==> src/logic/msdls_pkg.sv <==
/*
  Shared constants and types of the mode strap decoder and LED status
  block: register indices, field positions, reset values, mode codes,
  strap levels, LED scheme codes and blink timing.
  Assumes one 40 MHz clock and a 32-bit Avalon-MM register bus.
*/
package msdls_pkg;

  // clock and timing
  localparam int unsigned CLK_HZ          = 40_000_000;
  localparam int unsigned BLINK_HALF_MS   = 125;
  localparam int unsigned MIX_HALF_US     = 500;
  localparam int unsigned STRETCH_MS      = 50;
  localparam int unsigned BLINK_HALF_CYC  = CLK_HZ / 1000 * BLINK_HALF_MS;
  localparam int unsigned MIX_HALF_CYC    = CLK_HZ / 1_000_000 * MIX_HALF_US;
  localparam int unsigned STRETCH_CYC     = CLK_HZ / 1000 * STRETCH_MS;

  // register indices; byte address is four times the index
  localparam int unsigned REG_CTRL_IDX    = 0;
  localparam int unsigned REG_ADV_IDX     = 4;
  localparam int unsigned REG_GIG_IDX     = 9;
  localparam int unsigned REG_MODE_IDX    = 19;
  localparam int unsigned REG_STAT_IDX    = 31;
  localparam logic [7:0]  ADDR_CTRL       = 8'(REG_CTRL_IDX * 4);
  localparam logic [7:0]  ADDR_ADV        = 8'(REG_ADV_IDX * 4);
  localparam logic [7:0]  ADDR_GIG        = 8'(REG_GIG_IDX * 4);
  localparam logic [7:0]  ADDR_MODE       = 8'(REG_MODE_IDX * 4);
  localparam logic [7:0]  ADDR_STAT       = 8'(REG_STAT_IDX * 4);

  // field positions
  localparam int unsigned CTRL_SRST_BIT   = 15;
  localparam int unsigned CTRL_SPD0_BIT   = 13;
  localparam int unsigned CTRL_ANEN_BIT   = 12;
  localparam int unsigned CTRL_DUP_BIT    = 8;
  localparam int unsigned CTRL_SPD1_BIT   = 6;
  localparam int unsigned ADV_HI          = 8;
  localparam int unsigned ADV_LO          = 5;
  localparam int unsigned GIG_HI          = 12;
  localparam int unsigned GIG_MID         = 9;
  localparam int unsigned GIG_LO          = 8;
  localparam int unsigned MODE_HI         = 15;
  localparam int unsigned MODE_LO         = 11;
  localparam int unsigned LEDS_HI         = 4;
  localparam int unsigned LEDS_LO         = 3;

  // reset values
  localparam logic [15:0] CTRL_RST        = 16'h0000;
  localparam logic [15:0] ADV_RST         = 16'h0000;
  localparam logic [15:0] GIG_RST         = 16'h0000;
  localparam logic [4:0]  MODE_RST        = 5'h07;
  localparam logic [1:0]  LEDS_RST        = 2'h3;

  // operating mode codes
  localparam logic [4:0]  OPM_10_HALF     = 5'h00;
  localparam logic [4:0]  OPM_10_FULL     = 5'h01;
  localparam logic [4:0]  OPM_100_HALF    = 5'h02;
  localparam logic [4:0]  OPM_100_FULL    = 5'h03;
  localparam logic [4:0]  OPM_AUTO_10_100 = 5'h04;
  localparam logic [4:0]  OPM_AUTO_ALL    = 5'h07;
  localparam logic [4:0]  OPM_MAN_SLAVE   = 5'h09;
  localparam logic [4:0]  OPM_MAN_MASTER  = 5'h0A;

  // preset patterns
  localparam logic [3:0]  ADV_ALL         = 4'hF;
  localparam logic [4:0]  GIG_AUTO        = 5'h03;
  localparam logic [4:0]  GIG_SLAVE       = 5'h13;
  localparam logic [4:0]  GIG_MASTER      = 5'h1F;

  // strap levels
  localparam logic [1:0]  LVL_GND         = 2'h0;
  localparam logic [1:0]  LVL_FAST        = 2'h1;
  localparam logic [1:0]  LVL_GIG         = 2'h2;
  localparam logic [1:0]  LVL_VDD         = 2'h3;

  // led schemes and link speeds
  localparam logic [1:0]  LEDS_ONE        = 2'h1;
  localparam logic [1:0]  LEDS_TWO        = 2'h2;
  localparam logic [1:0]  SPD_10          = 2'h0;
  localparam logic [1:0]  SPD_100         = 2'h1;
  localparam logic [1:0]  SPD_1000        = 2'h2;

  typedef struct packed {
    logic       link_up;
    logic [1:0] speed;
    logic       duplex_resolved;
    logic       duplex_full;
    logic       tx_active;
    logic       rx_active;
    logic       collision;
  } msdls_link_s;

  typedef struct packed {
    logic gig;
    logic fast;
    logic base;
    logic duplex;
  } msdls_led_s;

  typedef enum logic [1:0] {
    MSDLS_ST_RESET = 2'b00,
    MSDLS_ST_LOAD  = 2'b01,
    MSDLS_ST_RUN   = 2'b11
  } msdls_state_e;

endpackage

==> src/logic/msdls_blink.sv <==
/*
  Blink, colour-mix and activity-stretch timing for the status LEDs.
  Assumes the caller's clock enable and active-low asynchronous reset.
*/
`timescale 1ns/10ps
module msdls_blink
  import msdls_pkg::*;
#(
  parameter int unsigned BLINK_CYC   = BLINK_HALF_CYC,
  parameter int unsigned MIX_CYC     = MIX_HALF_CYC,
  parameter int unsigned STRETCH_LEN = STRETCH_CYC
)(
  input  wire logic clk,
  input  wire logic resetn,
  input  wire logic ce,
  input  wire logic act_in,
  output logic      blink_phase,
  output logic      mix_phase,
  output logic      act_stretched
);

  logic [31:0] blink_cnt_reg;
  logic [31:0] mix_cnt_reg;
  logic [31:0] str_cnt_reg;

  if (BLINK_CYC < 1 || MIX_CYC < 1 || STRETCH_LEN < 1)
  begin : g_chk
    $error("msdls_blink: counts must be at least one");
  end

  always_ff @(posedge clk or negedge resetn)
    if (!resetn)
    begin
      blink_cnt_reg <= 32'h0;
      blink_phase   <= 1'b0;
    end
    else if (ce)
    begin
      if (blink_cnt_reg == BLINK_CYC - 1)
      begin
        blink_cnt_reg <= 32'h0;
        blink_phase   <= ~blink_phase;
      end
      else
        blink_cnt_reg <= blink_cnt_reg + 32'h1;
    end

  // 50 percent alternation for the mixed colour
  always_ff @(posedge clk or negedge resetn)
    if (!resetn)
    begin
      mix_cnt_reg <= 32'h0;
      mix_phase   <= 1'b0;
    end
    else if (ce)
    begin
      if (mix_cnt_reg == MIX_CYC - 1)
      begin
        mix_cnt_reg <= 32'h0;
        mix_phase   <= ~mix_phase;
      end
      else
        mix_cnt_reg <= mix_cnt_reg + 32'h1;
    end

  // short bursts held long enough to be seen
  always_ff @(posedge clk or negedge resetn)
    if (!resetn)
    begin
      str_cnt_reg   <= 32'h0;
      act_stretched <= 1'b0;
    end
    else if (ce)
    begin
      if (act_in)
        str_cnt_reg <= STRETCH_LEN;
      else if (str_cnt_reg != 32'h0)
        str_cnt_reg <= str_cnt_reg - 32'h1;
      act_stretched <= act_in | (str_cnt_reg > 32'h1);
    end

endmodule

==> src/logic/msdls_top.sv <==
/*
  Mode strap decoder and LED status driver: loads the operating mode
  and dependent presets from the two four-level mode pins after reset,
  keeps the control, advertisement, gigabit and mode registers behind an
  Avalon-MM slave, drives carrier sense and the four status LEDs.
  Assumes pin levels already resolved to two bits and synchronous.
*/
`timescale 1ns/10ps
module msdls_top
  import msdls_pkg::*;
#(
  parameter int unsigned BLINK_CYC   = BLINK_HALF_CYC,
  parameter int unsigned MIX_CYC     = MIX_HALF_CYC,
  parameter int unsigned STRETCH_LEN = STRETCH_CYC
)(
  input  wire logic        clk,
  input  wire logic        resetn,
  input  wire logic        ce,
  input  wire logic [1:0]  mode_pin_upper,
  input  wire logic [1:0]  mode_pin_lower,
  input  wire logic [7:0]  avs_address,
  input  wire logic        avs_read,
  input  wire logic        avs_write,
  input  wire logic [3:0]  avs_byteenable,
  input  wire logic [31:0] avs_writedata,
  output logic [31:0]      avs_readdata,
  output logic             avs_waitrequest,
  input  wire msdls_link_s link_in,
  output logic             carrier_sense_out,
  output msdls_led_s       led_out
);

  msdls_state_e state_reg;
  logic [15:0]  ctrl_reg;
  logic [15:0]  adv_reg;
  logic [15:0]  gig_reg;
  logic [4:0]   operating_mode_field;
  logic [1:0]   indicator_scheme_select;
  logic         ack_reg;
  logic [15:0]  ctrl_pre;
  logic [15:0]  adv_pre;
  logic [15:0]  gig_pre;
  logic [4:0]   mode_dec;
  logic         load_now;
  logic         wr_fire;
  logic         rd_fire;
  logic [15:0]  rd_val;
  logic         blink_phase;
  logic         mix_phase;
  logic         act_str;
  logic         act_raw;
  logic         full_dup;
  logic         s10;
  logic         s100;
  logic         s1000;
  logic         dfull;
  logic         act_on;

  // pin levels to mode code; undefined upper levels fall back to auto
  function automatic logic [4:0] mode_from_pins(input logic [1:0] up,
                                                input logic [1:0] lo);
    logic [4:0] m;
    m = OPM_AUTO_ALL;
    if (up == LVL_GIG)
    begin
      case (lo)
        LVL_GND:  m = OPM_10_HALF;
        LVL_FAST: m = OPM_10_FULL;
        LVL_GIG:  m = OPM_100_HALF;
        default:  m = OPM_100_FULL;
      endcase
    end
    else if (up == LVL_VDD)
    begin
      case (lo)
        LVL_GND:  m = OPM_AUTO_ALL;
        LVL_FAST: m = OPM_AUTO_10_100;
        LVL_GIG:  m = OPM_MAN_SLAVE;
        default:  m = OPM_MAN_MASTER;
      endcase
    end
    return m;
  endfunction

  // byte-lane merge of a 16-bit register
  function automatic logic [15:0] lane_merge(input logic [15:0] old,
                                             input logic [15:0] wd,
                                             input logic [1:0]  be);
    logic [15:0] r;
    r = old;
    if (be[0])
      r[7:0] = wd[7:0];
    if (be[1])
      r[15:8] = wd[15:8];
    return r;
  endfunction

  assign mode_dec = mode_from_pins(mode_pin_upper, mode_pin_lower);
  assign load_now = ce && (state_reg == MSDLS_ST_LOAD);
  assign wr_fire  = ce && avs_write && ack_reg;
  assign rd_fire  = ce && avs_read && !ack_reg;
  assign avs_waitrequest = (avs_read || avs_write) && !ack_reg;

  // presets derived from the decoded mode
  always_comb
  begin
    ctrl_pre = ctrl_reg;
    adv_pre  = adv_reg;
    gig_pre  = gig_reg;
    gig_pre[GIG_MID:GIG_LO] = 2'h0;
    case (mode_dec)
      OPM_10_HALF, OPM_10_FULL, OPM_100_HALF, OPM_100_FULL:
      begin
        ctrl_pre[CTRL_SPD0_BIT] = mode_dec[1];
        ctrl_pre[CTRL_ANEN_BIT] = 1'b0;
        ctrl_pre[CTRL_DUP_BIT]  = mode_dec[0];
        ctrl_pre[CTRL_SPD1_BIT] = 1'b0;
      end
      OPM_AUTO_10_100:
      begin
        ctrl_pre[CTRL_SPD0_BIT] = 1'b1;
        ctrl_pre[CTRL_ANEN_BIT] = 1'b1;
        ctrl_pre[CTRL_SPD1_BIT] = 1'b0;
        adv_pre[ADV_HI:ADV_LO]  = ADV_ALL;
      end
      default:
      begin
        ctrl_pre[CTRL_SPD0_BIT] = 1'b0;
        ctrl_pre[CTRL_ANEN_BIT] = 1'b1;
        ctrl_pre[CTRL_SPD1_BIT] = 1'b1;
        adv_pre[ADV_HI:ADV_LO]  = ADV_ALL;
        case (mode_dec)
          OPM_MAN_SLAVE:  gig_pre[GIG_HI:GIG_LO] = GIG_SLAVE;
          OPM_MAN_MASTER: gig_pre[GIG_HI:GIG_LO] = GIG_MASTER;
          default:        gig_pre[GIG_HI:GIG_LO] = GIG_AUTO;
        endcase
      end
    endcase
  end

  // strap load sequence: one load right after reset release
  always_ff @(posedge clk or negedge resetn)
    if (!resetn)
      state_reg <= MSDLS_ST_RESET;
    else if (ce)
    begin
      case (state_reg)
        MSDLS_ST_RESET: state_reg <= MSDLS_ST_LOAD;
        MSDLS_ST_LOAD:  state_reg <= MSDLS_ST_RUN;
        MSDLS_ST_RUN:   state_reg <= MSDLS_ST_RUN;
        default:        state_reg <= MSDLS_ST_RESET;
      endcase
    end

  // control register; soft reset bit self-clears, nothing else reloads
  always_ff @(posedge clk or negedge resetn)
    if (!resetn)
      ctrl_reg <= CTRL_RST;
    else if (load_now)
      ctrl_reg <= ctrl_pre;
    else if (wr_fire && avs_address == ADDR_CTRL)
    begin
      ctrl_reg <= lane_merge(ctrl_reg, avs_writedata[15:0],
                             avs_byteenable[1:0]);
    end
    else if (ce)
      ctrl_reg[CTRL_SRST_BIT] <= 1'b0;

  always_ff @(posedge clk or negedge resetn)
    if (!resetn)
      adv_reg <= ADV_RST;
    else if (load_now)
      adv_reg <= adv_pre;
    else if (wr_fire && avs_address == ADDR_ADV)
      adv_reg <= lane_merge(adv_reg, avs_writedata[15:0], avs_byteenable[1:0]);

  always_ff @(posedge clk or negedge resetn)
    if (!resetn)
      gig_reg <= GIG_RST;
    else if (load_now)
      gig_reg <= gig_pre;
    else if (wr_fire && avs_address == ADDR_GIG)
      gig_reg <= lane_merge(gig_reg, avs_writedata[15:0], avs_byteenable[1:0]);

  // mode field: software writes store the code only, no presets
  always_ff @(posedge clk or negedge resetn)
    if (!resetn)
      operating_mode_field <= MODE_RST;
    else if (load_now)
      operating_mode_field <= mode_dec;
    else if (wr_fire && avs_address == ADDR_MODE && avs_byteenable[1])
      operating_mode_field <= avs_writedata[MODE_HI:MODE_LO];

  always_ff @(posedge clk or negedge resetn)
    if (!resetn)
      indicator_scheme_select <= LEDS_RST;
    else if (wr_fire && avs_address == ADDR_MODE && avs_byteenable[0])
      indicator_scheme_select <= avs_writedata[LEDS_HI:LEDS_LO];

  // one wait cycle per access
  always_ff @(posedge clk or negedge resetn)
    if (!resetn)
      ack_reg <= 1'b0;
    else if (ce)
      ack_reg <= (avs_read || avs_write) && !ack_reg;

  always_comb
  begin
    rd_val = 16'h0000;
    case (avs_address)
      ADDR_CTRL: rd_val = ctrl_reg;
      ADDR_ADV:  rd_val = adv_reg;
      ADDR_GIG:  rd_val = gig_reg;
      ADDR_MODE:
      begin
        rd_val[MODE_HI:MODE_LO] = operating_mode_field;
        rd_val[LEDS_HI:LEDS_LO] = indicator_scheme_select;
      end
      ADDR_STAT:
        rd_val = {8'h00, link_in.link_up, link_in.speed,
                  link_in.duplex_resolved, link_in.duplex_full,
                  carrier_sense_out, state_reg == MSDLS_ST_RUN, act_str};
      default:   rd_val = 16'h0000;
    endcase
  end

  always_ff @(posedge clk or negedge resetn)
    if (!resetn)
      avs_readdata <= 32'h0;
    else if (rd_fire)
      avs_readdata <= {16'h0000, rd_val};

  // duplex from the forced bit, or from negotiation when enabled
  assign full_dup = ctrl_reg[CTRL_ANEN_BIT] ? link_in.duplex_full
                                            : ctrl_reg[CTRL_DUP_BIT];

  always_ff @(posedge clk or negedge resetn)
    if (!resetn)
      carrier_sense_out <= 1'b0;
    else if (ce)
      carrier_sense_out <= link_in.rx_active
                           || (link_in.tx_active && !full_dup);

  assign act_raw = link_in.tx_active || link_in.rx_active;

  msdls_blink #(
    .BLINK_CYC   (BLINK_CYC),
    .MIX_CYC     (MIX_CYC),
    .STRETCH_LEN (STRETCH_LEN)
  ) u_blink (
    .clk           (clk),
    .resetn        (resetn),
    .ce            (ce),
    .act_in        (act_raw),
    .blink_phase   (blink_phase),
    .mix_phase     (mix_phase),
    .act_stretched (act_str)
  );

  // lamp conditions; speed lamps need a link, duplex only resolution
  assign s10    = link_in.link_up && link_in.speed == SPD_10;
  assign s100   = link_in.link_up && link_in.speed == SPD_100;
  assign s1000  = link_in.link_up && link_in.speed == SPD_1000;
  assign dfull  = link_in.duplex_resolved && link_in.duplex_full;
  assign act_on = act_str && blink_phase;

  // indicator drive
  always_ff @(posedge clk or negedge resetn)
    if (!resetn)
      led_out <= '0;
    else if (ce)
    begin
      case (indicator_scheme_select)
        LEDS_ONE, LEDS_TWO:
        begin
          if (indicator_scheme_select == LEDS_ONE)
          begin
            led_out.fast <= s100 || (s10 && mix_phase);
            led_out.gig  <= s1000 || (s10 && !mix_phase);
          end
          else
          begin
            led_out.gig  <= s1000 || (s10 && mix_phase);
            led_out.fast <= s100 || (s10 && !mix_phase);
          end
          if (indicator_scheme_select == LEDS_TWO
              && link_in.collision)
          begin
            led_out.base   <= !mix_phase;
            led_out.duplex <= mix_phase;
          end
          else
          begin
            led_out.base   <= act_on;
            led_out.duplex <= dfull && !act_on;
          end
        end
        default:
        begin
          led_out.gig    <= s1000 && !act_on;
          led_out.fast   <= s100 && !act_on;
          led_out.base   <= s10 && !act_on;
          led_out.duplex <= dfull;
        end
      endcase
    end

endmodule

==> config.mk <==
export PLATFORM = sky130hd
export DESIGN_NAME = msdls_top
export DESIGN_NICKNAME = d
export VERILOG_FILES = /design/src/logic/msdls_pkg.sv /design/src/logic/msdls_blink.sv /design/src/logic/msdls_top.sv
export SDC_FILE = /design/constraint.sdc
export NUM_CORES = 1
export LEC_CHECK = 0
export ABC_AREA = 1
export BUFFER_PORTS_ARGS = -buffer_cell sky130_fd_sc_hd__buf_2
export CAP_MARGIN = 10
export CORE_MARGIN = 5
export CORE_UTILIZATION = 40
export DETAILED_ROUTE_END_ITERATION = 12
export SKIP_LAST_GASP = 1
export SYNTH_ARGS = -nofsm -noshare
export SYNTH_HDL_FRONTEND = slang
export SYNTH_SLANG_ARGS = --single-unit
==> constraint.sdc <==
create_clock -name clk -period 2.6 [get_ports clk]
set_input_delay 0.39 -clock clk [delete_from_list [all_inputs] [get_ports clk]]
set_output_delay 0.39 -clock clk [all_outputs]
set_load 0.005 [all_outputs]
* Yosys cells after proc, flatten, opt, wreduce, memory -nomap -nowiden
Cells that the tools add are included.
** Word-level totals
- Register bits :: 178
- Logic and storage cells :: 174
- Input bits :: 61
** Cells by class
- Add/subtract/negate cells :: 3
- Bitwise logic cells :: 4
- Equal/unequal tests :: 26
- Reductions and logical operators :: 71
- Muxes and demuxes :: 39
- $lt $le $gt $ge :: 1
** Operator list (number)
- 2-to-1 mux 32 bit :: 4
- adder 32 x 1 -> 32 bit, second input constant :: 2
- AND reduction 3 bit :: 11
- equality test 32 x 15 -> 1 bit, second input constant :: 1
- equality test 32 x 23 -> 1 bit, second input constant :: 1
- > comparator 32 x 1 -> 1 bit, second input constant :: 1
- 2-to-1 mux 8 bit :: 4
- nonzero test 32 bit :: 1
- subtractor 32 x 1 -> 32 bit, second input constant :: 1
- 2-to-1 mux 5 bit :: 6
- 2-to-1 mux 14 bit :: 2
- 2-to-1 mux 13 bit :: 2
- logical AND 1 bit :: 25
- case mux 6 bit (4 select lines) :: 1
- case mux 5 bit (4 select lines) :: 1
- 2-to-1 mux 9 bit :: 2
- equality test 8 x 7 -> 1 bit, second input constant :: 2
- nonzero test 2 bit :: 8
- equality test 2 bit, second input constant :: 6
- case mux 3 bit (4 select lines) :: 1
- case mux 4 bit (3 select lines) :: 1
- AND reduction 2 bit :: 6
- equality test 5 x 2 -> 1 bit, second input constant :: 2
- equality test 5 x 4 -> 1 bit, second input constant :: 2
- other kinds (24) :: 51

* Longest topological paths before layout
- Depth after elaboration :: 8
- Depth in mapped cells :: 13
- Gate-level depth less buffers :: 13

* Modules after synthesis
Synthesis repeated with hierarchy kept, for this count alone.
** Second synthesis, totals
- Cell total of the unflattened synthesis :: 1515
- Area, all modules :: 10776.6 sq um
** Modules (own cells, without submodules)
- msdls_blink :: area an instance 6283.5 sq um, times used 1, cells an instance 920
- msdls_top :: area an instance 4493.1 sq um, times used 1, cells an instance 595

* Worst setup path before layout
OpenSTA, ideal clock, no wires.
- Kind :: register -> register
- From :: register u_blink.str_cnt_reg[0]
- To :: register u_blink.str_cnt_reg[7]
- Data required time :: 2.474 ns
- Cell stages (with the launch flop) :: 10
- Arrival time :: 1.578 ns
- Slack :: 0.896 ns
- Clock period less this slack :: 1.704 ns
- Library setup time :: 0.126 ns
- Cells stage by stage :: dfrtp_1 -> inv_1 -> ha_1 -> nand2_2 -> nor2_4 -> nand3_2 -> o21ai_1 -> buf_4 -> buf_6 -> o21ai_0
** On the way
- Longest elaborated chain between the ends :: 3
- Elaborated cells on any way between the ends :: 6
** RTL lines
- from (decl) :: RTL line msdls_blink.sv:24 : logic [31:0] str_cnt_reg;
- from (signal assigned) :: RTL line msdls_blink.sv:78 : str_cnt_reg <= str_cnt_reg - 32'h1;
- subtractor 32 x 1 -> 32 bit / nonzero test 32 bit (equally long branches) :: RTL line msdls_blink.sv:78, msdls_blink.sv:77
- 2-to-1 mux 32 bit / nonzero test 2 bit (equally long branches)
- 2-to-1 mux 32 bit / AND reduction 2 bit (equally long branches)
Parallel ways exist; a longest one is shown, timed or not. The select of a mux whose other input is x is not followed.
A chain may end at the register's enable or synchronous reset.

* Worst setup path in the final report
- From :: register u_blink.str_cnt_reg[0]
- To :: register u_blink.str_cnt_reg[10]
The elaborated chain is that of the path after synthesis.

==> results.py <==
metrics = {
    "run_status": {
        "outcome": "finished, final reports clean",
    },
    "clocking": {
        "numCtsBuffers": 17,
        "clockBufferDepth": 2,
        "postCtsSetupRepairBufs": 0,
        "clk_latency_ns": 0.44,
        "cts.sinks": 178,
        "cts_root_buf": "clkbuf_16",
        "cts_tree": "done",
        "clkTransAtPathRegs_ns": 0.08,
        "cts-htree-levels": 4,
    },
    "synthesis": {
        "syn-cell-area_um2": 10600,
        "syn_avg_cell_area_um2": 7.10,
        "yosys_warnings": 0,
        "ys_seq_area_share_pct": 42.1,
        "synth_edf_count": 0,
        "synth.top_cell.area_share_pct": 40.9,
        "synth_area_leaders": "dfrtp_1 (41%), nand2_1 (16%), nor2_1 (7.2%)",
        "synthFlopType": "dfrtp_1",
        "ys_ff_latch": 178,
        "syn_inst": 1493,
        "ys_types": 44,
        "synth_top_area_cell": "dfrtp_1",
        "synth_async_sr_flop_share_pct": 100,
    },
    "worst_setup_path": {
        "worst_r2r_startpoint": "u_blink.str_cnt_reg[0]",
        "timing.rr.end": "u_blink.str_cnt_reg[10]",
        "cp-start-kind": "register",
        "worstPathArrival_ns": 2.59,
        "required_ns": 2.96,
        "path_max_fanout": 26,
        "end_kind": "register",
        "path_cells": "inv_1, ha_1, nand2_2, nor2_4, nand3_2, nor2_1, nor2_2, o21ai_0, nand2_1",
        "critical_path.max_stage_delay_ns": 0.75,
        "reg2reg_depth": 9,
        "crit_path_top_delay_cell": "nor2_2",
        "critPathKind": "register to register",
        "regToRegSetupSlack_ns": 0.38,
        "cp-startpoint": "u_blink.str_cnt_reg[0]",
    },
    "place": {
        "place_hpwl_um": 20500,
        "gp_congestion": 0.897,
        "portBuffers": 64,
        "placedInstanceArea_um2": 11300,
        "pre_cts_slack_ns": 0.313,
    },
    "floorplanning": {
        "io_pins": 99,
        "die_w_um": 173,
        "die_area_um2": 29800,
        "initial_core_util_pct": 40.7,
        "fp-row-count": 59,
        "core_um2": 26100,
        "die_h_um": 173,
    },
    "sta": {
        "tightest_slew_ns": 0.993,
        "setup_viol": 0,
        "clock_skew_ns": 0.0180,
        "setup_ws_ns": 0.376,
        "hold-worst-slack_ns": 0.202,
        "max_freq_mhz": 450,
        "fin_setup_tns_ns": 0,
        "grt_setup_unrepaired": "false",
        "relSlewSlack_pct": 33.8,
        "finalHoldViolCount": 0,
        "slew_viol_final": 0,
        "final.min_clock_period_ns": 2.22,
        "fin_crit_sh_pct": 85.6,
    },
    "pwr": {
        "vdd_drop_max_mv": 0.388,
        "power.density_nw_per_um2": 598,
        "p_leak_nw": 5.93,
    },
    "global_routing": {
        "grt_max_degree": 70,
        "antenna_found_initial": 1,
        "groute.usage.overall_pct": 18.5,
        "gr-total-overflow": 0,
        "grt_pass1_wl_um": 46700,
        "grt_pass1_vias": 9201,
    },
    "flow_run": {
        "cap_violations": 0,
    },
    "detailed_routing": {
        "finalWirelength_um": 27500,
        "ant_nets": 0,
        "drt-initial-drc-count": 618,
        "drc": 0,
        "drtPass1Iterations": 7,
        "vias_per_cell": 5.01,
        "vias": 9596,
        "wire_per_inst_um": 14.4,
    },
    "final_layout": {
        "drive_above_1_share_pct": 10.7,
        "final_nets": 1639,
        "final_common_cell": "nand2_1",
        "stdcell_area_um2": 12000,
        "mostFrequentLayoutCells": "nand2_1 (450), nor2_1 (202), dfrtp_1 (173)",
        "area_growth_pct": 12.9,
    },
    "hold_path": {
        "hold_start": "avs_writedata[6]",
        "hold_class": "input pin to register",
        "whs_path_depth": 3,
        "whs_endpoint": "ctrl_reg[6]",
    },
}
## layer usage
layer / GRT usage [%] / vias to the layer above / wire [µm]
li1: - / 4906 / -
met1: 26.9 / 4480 / 13700
met2: 29.2 / 187 / 12500
met3: 2.42 / 23 / 976
met4: 5.14 / 0 / 416
met5: 0 / - / 0
## per-stage QoR
step / std cells / total power [mW] / util (%)
after floorplan: 1508 / 4.04 / -
after global placement: 1883 / 4.39 / 43.4
after detailed placement: 1883 / 4.41 / 43.4
after CTS: 1916 / 7.22 / 45.9
after global routing: 1917 / 7.53 / 45.9
final: 1917 / 7.15 / 45.9
## power by group
| group | total, mW | internal, mW | switching, mW |
|---|---|---|---|
| clock | 2.79 | 1.49 | 1.30 |
| sequential | 3.25 | 3.00 | 0.253 |
| combinational | 1.11 | 0.370 | 0.743 |
## kinds of logic (layout without fill, tap and decap cells)
| kind of cell | after synthesis | count (layout) | share of synthesized area, % |
|---|---|---|---|
| buffers and inverters | 209 | 282 | 8.52 |
| and+or+nand+nor | 914 | 914 | 37.4 |
| muxes | 1 | 1 | 0.0945 |
| other | 1 | 17 | 0.0354 |
| adders and majority gates | 10 | 10 | 1.18 |
| AOI/OAI and AO/OA | 138 | 138 | 7.18 |
| xor gates and xnor gates | 42 | 42 | 3.47 |
| DFF | 178 | 178 | 42.1 |
## cells in the mapped netlist, types with 2 or more instances
library cell and instances:
dfrtp_1 173, nor2_1 202, inv_1 158, nor3_4 3, buf_4 20, o21a_1 5, nand3_4 2, o21ai_0 96
or2_2 5, xor2_1 28, nor2_2 10, inv_2 3, nand3_2 3, o21ai_2 6, o22ai_1 2, clkinv_1 2
dfstp_2 5, nand4_1 43, ha_1 10, buf_6 4, nor3_2 5, xnor2_1 14, o211a_1 2, buf_2 9
a21oi_1 14, o21ai_1 5, nor3_1 30, o21bai_1 5, clkbuf_1 12, nand2_2 5, nand2_1 450, nor2_4 2
nand3_1 147, nand3b_1 3
## worst max-delay path, delay by kind of cell (launching register included)
kind,cells,cell delay [ns]
AO/OA/AOI/OAI,1,0.20
adder cells (fa/ha/maj),1,0.28
buffers and inverters,1,0.08
flip-flops,1,0.37
AND/OR/NAND/NOR,6,1.22
## timing repair
item                      4_1_cts  5_1_grt
hold endpoints to repair       12        0
hold buffers                    1        0
resized for setup               0        0
## worst max-delay path by stage
stage          depth (start not counted)  slack [ns]                       to
6_report                               9        0.38  u_blink.str_cnt_reg[10]
5_1_grt                                9        0.03  u_blink.str_cnt_reg[15]
4_1_cts                                9        0.30  u_blink.str_cnt_reg[10]
3_5_place_dp                           9        0.31  u_blink.str_cnt_reg[10]
3_3_place_gp                           9        0.37  u_blink.mix_cnt_reg[21]
2_1_floorplan                          9        0.90   u_blink.str_cnt_reg[7]
## final cells by class
type | instances | area, µm²
Antenna cell | 1 | 2.50
Clock buffer | 17 | 425
Clock inverter | 15 | 211
Fill cell | 2664 | 14100
Inverter | 163 | 612
Multi-Input combinational cell | 1121 | 5290
Sequential cell | 178 | 4460
Tap cell | 335 | 419
Timing Repair Buffer | 87 | 542
(Power assumes the default switching activity.)
